`src/shared/adc_conv_pkg.sv`:
```
// Constants and types shared by the converter end and the controller end
package adc_conv_pkg;
    // ------------------------------------------------------------
    // Clock
    // ------------------------------------------------------------
    localparam int CLK_PERIOD_PS = 25000;

    // ------------------------------------------------------------
    // Times in nanoseconds
    // ------------------------------------------------------------
    localparam int T_CONV_OS1_NS  = 4000;
    localparam int T_CONV_6CH_NS  = 3000;
    localparam int T_CONV_4CH_NS  = 2000;
    // Each extra pass adds 4.5 us, which keeps ratio codes 0 to 6 inside their windows with the 8-channel base
    localparam int T_PASS_STEP_NS = 4500;
    localparam int T_CYCLE_NS     = 5000;
    localparam int T_WAKE_LOW_POWER_CONTROL_N_NS = 100000;
    localparam int T_WAKE_INT_NS  = 30000000;
    localparam int T_WAKE_EXT_NS  = 13000000;
    localparam int T_RESET_NS     = 50;
    localparam int T_PULSE_NS     = 25;
    localparam int T_RST_TO_CNV_NS = 25;
    localparam int T_SKEW_NS      = 500000;

    // Least times round up, longest round down
    localparam int CYC_CONV_8CH  = (T_CONV_OS1_NS * 1000) / CLK_PERIOD_PS;
    localparam int CYC_CONV_6CH  = (T_CONV_6CH_NS * 1000) / CLK_PERIOD_PS;
    localparam int CYC_CONV_4CH  = (T_CONV_4CH_NS * 1000) / CLK_PERIOD_PS;
    localparam int CYC_PASS_STEP = (T_PASS_STEP_NS * 1000) / CLK_PERIOD_PS;
    localparam int CYC_CYCLE     = (T_CYCLE_NS * 1000 + CLK_PERIOD_PS - 1) / CLK_PERIOD_PS;
    localparam int CYC_WAKE_LOW_POWER_CONTROL_N = (T_WAKE_LOW_POWER_CONTROL_N_NS * 1000 + CLK_PERIOD_PS - 1) / CLK_PERIOD_PS;
    localparam int CYC_RESET     = (T_RESET_NS * 1000 + CLK_PERIOD_PS - 1) / CLK_PERIOD_PS;
    localparam int CYC_PULSE     = (T_PULSE_NS * 1000 + CLK_PERIOD_PS - 1) / CLK_PERIOD_PS;
    localparam int CYC_RST_CNV   = (T_RST_TO_CNV_NS * 1000 + CLK_PERIOD_PS - 1) / CLK_PERIOD_PS;
    localparam int CYC_SKEW      = (T_SKEW_NS * 1000) / CLK_PERIOD_PS;

    localparam logic [2:0] OS_MAX_CODE = 3'h6;
    localparam int CNT_W = 24;

    typedef enum logic [1:0] {
        CONV_IDLE = 2'b00,
        CONV_RUN  = 2'b01,
        CONV_DONE = 2'b10
    } conv_state_t;

    typedef enum logic [2:0] {
        HOST_RESET = 3'b000,
        HOST_WAKE  = 3'b001,
        HOST_READY = 3'b010,
        HOST_HIGH  = 3'b011,
        HOST_BUSY  = 3'b100,
        HOST_READ  = 3'b101,
        HOST_GAP   = 3'b110
    } host_state_t;
endpackage
```
`src/shared/adc_conv_if.sv`:
```
// Pins between the converter and its controlling host
`timescale 1ns/1ps
interface adc_conv_if;
    logic       convert_start_first_group;
    logic       convert_start_second_group;
    logic       low_power_control_n;
    logic [2:0] oversample_ratio_select;
    logic       adc_reset;
    logic       busy;
    logic       chip_select_n;

    modport converter (
        input  convert_start_first_group,
        input  convert_start_second_group,
        input  low_power_control_n,
        input  oversample_ratio_select,
        input  adc_reset,
        input  chip_select_n,
        output busy
    );
    modport host (
        output convert_start_first_group,
        output convert_start_second_group,
        output low_power_control_n,
        output oversample_ratio_select,
        output adc_reset,
        output chip_select_n,
        input  busy
    );
endinterface

```
`src/core/adc_conv_host.sv`:
```
// Host end: wake, reset, start pulses and read window
`timescale 1ns/1ps
module adc_conv_host #(
    parameter int WAKE_CYCLES = adc_conv_pkg::CYC_WAKE_LOW_POWER_CONTROL_N
) (
    input  wire logic       clock,
    input  wire logic       sys_rst,
    adc_conv_if.host        pins,
    input  wire logic       start_req,
    input  wire logic [2:0] ratio,
    output logic            ready,
    output logic            read_window
);
    typedef struct packed {
        adc_conv_pkg::host_state_t      state;
        logic [adc_conv_pkg::CNT_W-1:0] cnt;
        logic [adc_conv_pkg::CNT_W-1:0] gap;
        logic [1:0]                     bs;
        logic                           cnv;
        logic                           rst;
        logic                           cs_n;
        logic [2:0]                     os;
        logic                           rdy;
        logic                           awake;
    } host_t;

    host_t cur_ff;
    host_t nxt_ff;

    always_comb begin
        nxt_ff = cur_ff;
        nxt_ff.bs = {cur_ff.bs[0], pins.busy};
        if (cur_ff.gap != '0) nxt_ff.gap = cur_ff.gap - adc_conv_pkg::CNT_W'(1);
        if (cur_ff.cnt != '0) nxt_ff.cnt = cur_ff.cnt - adc_conv_pkg::CNT_W'(1);
        nxt_ff.rdy = 1'b0;
        case (cur_ff.state)
            adc_conv_pkg::HOST_RESET: begin
                nxt_ff.rst = 1'b1;
                if (cur_ff.cnt == '0) begin
                    nxt_ff.rst   = 1'b0;
                    nxt_ff.awake = 1'b1;
                    nxt_ff.state = adc_conv_pkg::HOST_WAKE;
                    nxt_ff.cnt   = adc_conv_pkg::CNT_W'(WAKE_CYCLES);
                end
            end
            adc_conv_pkg::HOST_WAKE: if (cur_ff.cnt == '0) nxt_ff.state = adc_conv_pkg::HOST_READY;
            adc_conv_pkg::HOST_READY: begin
                nxt_ff.rdy = cur_ff.gap == '0;
                if (start_req && cur_ff.gap == '0) begin
                    nxt_ff.os    = ratio;
                    nxt_ff.cnv   = 1'b1;
                    nxt_ff.gap   = adc_conv_pkg::CNT_W'(adc_conv_pkg::CYC_CYCLE);
                    nxt_ff.cnt   = adc_conv_pkg::CNT_W'(adc_conv_pkg::CYC_PULSE);
                    nxt_ff.state = adc_conv_pkg::HOST_HIGH;
                end
            end
            adc_conv_pkg::HOST_HIGH: if (cur_ff.cnt == '0 && cur_ff.bs[1]) begin
                nxt_ff.cnv   = 1'b0;
                nxt_ff.state = adc_conv_pkg::HOST_BUSY;
            end
            adc_conv_pkg::HOST_BUSY: if (!cur_ff.bs[1]) begin
                nxt_ff.cs_n  = 1'b0;
                nxt_ff.cnt   = adc_conv_pkg::CNT_W'(adc_conv_pkg::CYC_PULSE);
                nxt_ff.state = adc_conv_pkg::HOST_READ;
            end
            adc_conv_pkg::HOST_READ: if (cur_ff.cnt == '0) begin
                nxt_ff.cs_n  = 1'b1;
                nxt_ff.state = adc_conv_pkg::HOST_READY;
            end
            default: nxt_ff.state = adc_conv_pkg::HOST_READY;
        endcase
    end

    always_ff @(posedge clock) begin
        if (sys_rst) begin
            cur_ff       <= '0;
            cur_ff.cs_n  <= 1'b1;
            cur_ff.cnt   <= adc_conv_pkg::CNT_W'(adc_conv_pkg::CYC_RESET + adc_conv_pkg::CYC_RST_CNV);
        end else begin
            cur_ff <= nxt_ff;
        end
    end

    assign pins.convert_start_first_group  = cur_ff.cnv;
    assign pins.convert_start_second_group = cur_ff.cnv;
    assign pins.low_power_control_n        = cur_ff.awake;
    assign pins.oversample_ratio_select    = cur_ff.os;
    assign pins.adc_reset                  = cur_ff.rst;
    assign pins.chip_select_n              = cur_ff.cs_n;
    assign ready       = cur_ff.rdy;
    assign read_window = ~cur_ff.cs_n;
endmodule

```
`src/flat_wrapper.sv`:
```
// flat-port wrapper written by rule: the top's interface ports become plain ports
module adc_conv_host_flat 
#(
    parameter int WAKE_CYCLES = adc_conv_pkg::CYC_WAKE_LOW_POWER_CONTROL_N
)
  (clock, sys_rst, start_req, ratio, ready, read_window, pins_convert_start_first_group, pins_convert_start_second_group, pins_low_power_control_n, pins_oversample_ratio_select, pins_adc_reset, pins_chip_select_n, pins_busy);
  adc_conv_if pins_i ();
  input  wire logic clock;
  input  wire logic sys_rst;
  input  wire logic start_req;
  input  wire logic [2:0] ratio;
  output logic ready;
  output logic read_window;
  output wire logic [$bits(pins_i.convert_start_first_group)-1:0] pins_convert_start_first_group;
  output wire logic [$bits(pins_i.convert_start_second_group)-1:0] pins_convert_start_second_group;
  output wire logic [$bits(pins_i.low_power_control_n)-1:0] pins_low_power_control_n;
  output wire logic [$bits(pins_i.oversample_ratio_select)-1:0] pins_oversample_ratio_select;
  output wire logic [$bits(pins_i.adc_reset)-1:0] pins_adc_reset;
  output wire logic [$bits(pins_i.chip_select_n)-1:0] pins_chip_select_n;
  input wire logic [$bits(pins_i.busy)-1:0] pins_busy;
  assign pins_convert_start_first_group = pins_i.convert_start_first_group;
  assign pins_convert_start_second_group = pins_i.convert_start_second_group;
  assign pins_low_power_control_n = pins_i.low_power_control_n;
  assign pins_oversample_ratio_select = pins_i.oversample_ratio_select;
  assign pins_adc_reset = pins_i.adc_reset;
  assign pins_chip_select_n = pins_i.chip_select_n;
  assign pins_i.busy = pins_busy;
  adc_conv_host #(.WAKE_CYCLES(WAKE_CYCLES)) u_core (.clock(clock), .sys_rst(sys_rst), .pins(pins_i), .start_req(start_req), .ratio(ratio), .ready(ready), .read_window(read_window));
endmodule
```
`config.mk`:
```
export PLATFORM = sky130hd
export DESIGN_NAME = adc_conv_host_flat
export DESIGN_NICKNAME = d
export VERILOG_FILES = /design/src/shared/adc_conv_pkg.sv /design/src/shared/adc_conv_if.sv /design/src/core/adc_conv_host.sv /design/src/flat_wrapper.sv
export SDC_FILE = /design/constraint.sdc
export NUM_CORES = 1
export LEC_CHECK = 0
export BUFFER_PORTS_ARGS = -buffer_cell sky130_fd_sc_hd__buf_2
export CAP_MARGIN = 20
export CORE_AREA = 2 2 87 89
export DETAILED_ROUTE_END_ITERATION = 8
export DIE_AREA = 0 0 89 91
export PLACE_DENSITY = 0.61
export SYNTH_ARGS = -nofsm -noshare
export SYNTH_HDL_FRONTEND = slang
export SYNTH_SLANG_ARGS = --single-unit
```
`constraint.sdc`:
```
create_clock -name clock -period 2.3 [get_ports clock]
set_clock_uncertainty 0.2 [all_clocks]
set_input_delay 0.46 -clock clock [delete_from_list [all_inputs] [get_ports clock]]
set_output_delay 0.46 -clock clock [all_outputs]
set_load 0.1 [all_outputs]
```
# After elaboration in Yosys (flattened, before gate mapping)
# Index checks and enable logic that the tools add are counted.
[totals] ff_bits=61 in_bits=7
[op_classes] addsub=2 eq_ne=11 muxes=17 bitwise=2 reduce_logical=16
[op_table] operator="$mux W24" count=3
[op_table] operator="$pmux W24 S3" count=1
[op_table] operator="$mux W27" count=2
[op_table] operator="$mux W51" count=1
[op_table] operator="$logic_not A24 Y1" count=2
[op_table] operator="$reduce_bool A24 Y1" count=2
[op_table] operator="$sub A24 B1 Y24 const B" count=2
[op_table] operator="$pmux W3 S5" count=1
[op_table] operator="$ne A2 B1 Y1 const B" count=5
[op_table] operator="$eq A3 B2 Y1 const B" count=2
[op_table] operator="$eq A3 B3 Y1 const B" count=2
[op_table] operator="$mux W3" count=2
[op_table] operator="$reduce_and A3 Y1" count=2
[op_table] operator="$mux W1" count=5
[op_table] operator="$reduce_and A5 Y1" count=1
[op_table] operator="$pmux W1 S2" count=2
[op_table] operator="$reduce_and A2 Y1" count=2
[op_table] operator="$reduce_bool A2 Y1" count=2
[op_table] operator="$reduce_or A2 Y1" count=2
[op_table] operator="$eq A3 B1 Y1 const B" count=1
[op_table] operator="$logic_not A3 Y1" count=1
[op_table] operator="$logic_and A1 B1 Y1" count=2
[op_table] operator="$ne A2 B2 Y1 const B" count=1
[op_table] operator="$not A1 Y1" count=2

# Depth between registers and ports, before layout
[depth] word_depth=4 depth_mapped=9 ltp_nobuf=9

# Worst setup path before layout
# No wires, ideal clock.
[synth_timing] path_kind="reg2reg" start="register u_core.cur_ff[34] (netlist bit)" end="register u_core.cur_ff[34] (netlist bit)" setup_ns=0.120 arrival_ns=2.085 required_ns=1.980 slack_ns=-0.104 stages_incl_launch_ff=10 path_buffers=0 synth_period_minus_slack_ns=2.404 cell_sequence="dfxtp_1 inv_1 ha_1 nor4b_1 nand4_1 nor2_1 inv_1 ha_1 nor2_1 a211o_1"
[synth_between] elab_chain_cells=4
[synth_lines] element="start: declaration" line="adc_conv_host.sv:27" text="host_t cur_ff;"
[synth_lines] element="start signal: assignment" line="adc_conv_host.sv:80" text="cur_ff <= nxt_ff;"
[synth_lines] element="$sub A24 B1 Y24 / $reduce_bool A24 Y1 (equally long branches)" line="adc_conv_host.sv:34" text="if (cur_ff.cnt != '0) nxt_ff.cnt = cur_ff.cnt - adc_conv_pkg::CNT_W'(1);"
[synth_lines] element="$mux W24" line="adc_conv_host.sv:34"
[synth_lines] element="$mux W27, or another cell as far along" line="adc_conv_host.sv:61" text="adc_conv_pkg::HOST_BUSY: if (!cur_ff.bs[1]) begin"
[synth_lines] element="$pmux W24 S3 *" line="adc_conv_host.sv:36" text="case (cur_ff.state)"
# Mark *: on every way between the ends. The rest lies on a longest branch, timed or not. The select of a mux whose other input is x is not followed.
# A chain may end at the register's enable or synchronous reset.

# Worst setup path in the final report
[layout_timing] start="register u_core.cur_ff[22] (netlist bit)" end="register u_core.cur_ff[39] (netlist bit)"
[layout_between] elab_chain_cells=4
[layout_lines] element="$logic_not A24 Y1" line="adc_conv_host.sv:49" text="if (start_req && cur_ff.gap == '0) begin"
[layout_lines] element="$logic_and A1 B1 Y1" line="adc_conv_host.sv:49"
[layout_lines] element="$mux W51" line="adc_conv_host.sv:49"
[layout_lines] element="$pmux W24 S3" line="adc_conv_host.sv:36"
# Every way passes these cells. The select of a mux whose other input is x is not followed.

==> flow_metrics.tcl <==
set metrics [dict create \
    crit_arrival_ns 2.35 \
    row_count 31 \
    yosys-top-cells-area "dfxtp_1 (39%), nor2_1 (6.4%), xor2_1 (4.5%)" \
    synth-xor-area-share_pct 7.62 \
    synthMostInstantiatedCell "dfxtp_1" \
    syn_inst 363 \
    synth_edf_count 0 \
    synthAdderAreaFrac_pct 1.61 \
    total_power_mw 6.35 \
    netlist_area_um2 3100 \
    rsz0062_at_grt "true" \
    postSynth.asyncResetShare_pct 0 \
    route.detailed.drc 0 \
    startpoint_type "flip-flop" \
    seq_area_um2 1220 \
    htree_levels 3 \
    grt_pass1_vias 2637 \
    path_class "flip-flop to flip-flop" \
    synth.mux.area_fraction_pct 1.33 \
    status "finished with violations" \
    hold_viol 0 \
    dp_cells 498 \
    maxCapViolations 0 \
    tritoncts "yes" \
    crit_required_ns 2.31 \
    p_leak_nw 1.49 \
    fp.dieW_um 89 \
    die_y_um 91 \
    die-area_um2 8100 \
    pre_cts_ws_ns -0.0767 \
    synthTopCellsByCount "dfxtp_1 (61), nor2_1 (53), a21oi_1 (22)" \
    yosysTopAreaCellShare_pct 39.4 \
    ctsHoldBuffers 0 \
    ys.flop_type "dfxtp_1" \
    violations "setup timing" \
    postRouteAntennaNets 0 \
    ys_ff_latch 61 \
    clock-sinks 61 \
    multi_input_area_um2 1790 \
    cts_buffers 9 \
    cts.path.max_buffers 2 \
    io_pins 17 \
    yosysTopAreaCell "dfxtp_1" \
    synthSimpleGateAreaFrac_pct 28.7 \
    dp_hpwl_mm 4.95 \
    fmaxAchievable_mhz 427 \
    yosysWarningCount 0 \
    ir_drop_v 0.000796 \
    powerDensity_nw_per_um2 1670 \
    grt_usage_pct 19.0 \
    grt_start_max_net_pins 22 \
    nNetsFinal 422 \
    min_path_type "primary input to flip-flop" \
    drive_gt1_share_pct 22.8 \
    yosysSeqAreaShare_pct 39.4 \
    n_fill_cell 695 \
    routed_via_density 5.38 \
    wl_per_cell_um 13.5 \
    synth_compound_area_share_pct 16.9 \
    core_um2 7140 \
    worst_pin_slew_ns 0.488 \
    end_kind "flip-flop" \
    synth_top_family_by_area "simple AND/OR/NAND/NOR gates" \
    vias 2769 \
    final_cells 515 \
    routabilityCongestion 0.818 \
    slew_violations 0 \
    fin_crit_sh_pct 102 \
    syn_avg_cell_area_um2 8.54 \
    antenna_found_initial 0 \
    grt_pass1_wl_mm 12.2 \
    initial_core_util_pct 43.5 \
    setup-violations-final 7 \
    antenna_cells 0 \
    period_needed_ns 2.34 \
    first_pass_iters 4 \
    clkLatencyLatePin_ns 0.34 \
    port_buffers 16 \
    clockRootBuffer "clkbuf_8" \
    synthesis.nets 374 \
    dr.first_iter.drc_count 83 \
    setup_slack_ns -0.0422 \
    syn2layout_area_growth_pct 22.5 \
    critPathMaxFanout 7 \
    slew_headroom_pct 67.7 \
    drt-total-wl_mm 6.93 \
    clk_pin_slew_ns 0.07 \
    grt-ovfl-total 0 \
    ys_types 53 \
]
-- cell families after synthesis --
group           Yosys count
xor+xnor                 27
simple gates            161
mux                       4
fa+ha+maj                 4
flops                    61
compound gates           75
buf+inv                  31
-- registers in the layout, summed over array words and instances, names as in the netlist --
| signal | count |
|---|---|
| u_core.pins.adc_reset | 1 |
| u_core.ready | 1 |
| u_core.pins.convert_start_first_group | 1 |
| u_core.pins.oversample_ratio_select | 3 |
| u_core.cur_ff | 53 |
| u_core.pins.chip_select_n | 1 |
| u_core.pins.low_power_control_n | 1 |
-- routing by layer --
metal	track usage (%)	up-vias	part of all wire [%]
met5	0	-	0
li1	-	1431	-
met4	5.47	0	1.2
met3	5.82	10	3.6
met1	23.9	1289	47
met2	31.0	39	48
-- cell usage in the layout (no fill, tap or decap), types with 9 or more instances in the layout --
| cell type | count |
|---|---|
| clkbuf_8 | 11 |
| a21oi_1 | 21 |
| xnor2_1 | 11 |
| nor2_1 | 52 |
| inv_1 | 13 |
| buf_2 | 16 |
| dfxtp_1 | 60 |
| buf_4 | 37 |
| xor2_1 | 16 |
| nand2_1 | 14 |
| or3_1 | 9 |
| nand4_1 | 9 |
| o21ai_0 | 9 |
| nor3_1 | 19 |
-- worst max-delay path, cell delays in order (launching register included) --
cell and delay [ns]:
dfxtp_2 0.33, or4_4 0.54, or3_4 0.36, or4_4 0.45, a21oi_4 0.26, a211oi_1 0.08
-- layout make-up --
| type | instances | area share, % |
|---|---|---|
| multi-input combinational | 271 | 47.1 |
| clock buffer | 12 | 4.08 |
| inverter | 13 | 1.28 |
| sequential | 61 | 32.2 |
| timing repair buffer | 55 | 10.2 |
| clock inverter | 4 | 1.84 |
| tap | 99 | 3.26 |
-- timing repair --
| action | CTS | global route |
|---|---|---|
| pin swaps | 2 | 2 |
| setup buffers | 1 | 0 |
| endpoints found under the setup margin | 8 | 35 |
| hold endpoints to repair | 0 | 0 |
| gates resized for setup | 2 | 8 |
-- path summary, 6_finish.rpt --
kind | from | end | slack (ns) | cells past startpoint
hold reg to reg | u_core.cur_ff[8] | u_core.cur_ff[9] | 0.25 | 1
setup reg to reg | u_core.cur_ff[22] | u_core.cur_ff[39] | -0.04 | 5
setup / recovery | u_core.cur_ff[22] | u_core.cur_ff[39] | -0.04 | 5
hold / removal | pins_busy | u_core.cur_ff[8] | 0.13 | 2
-- metrics by stage --
| stage | setup TNS, ns | hold WS (ns) | area [um^2] | util [%] |
|---|---|---|---|---|
| after global placement | -0.0386 | 0.217 | 3530 | 49.5 |
| after floorplan | 0 | 0.214 | 3120 | - |
| after CTS | -0.0854 | 0.116 | 3770 | 52.8 |
| after global routing | -2.16 | 0.115 | 3800 | 53.2 |
| final | -0.163 | 0.128 | 3800 | 53.2 |
| after detailed placement | -0.383 | 0.228 | 3530 | 49.5 |
-- power by group --
group	switching, mW	internal [mW]
sequential	0.347	1.37
combinational	2.01	1.54
clock	0.416	0.666
total	2.77	3.58
No activity file was read; power rests on OpenSTA's default activity.
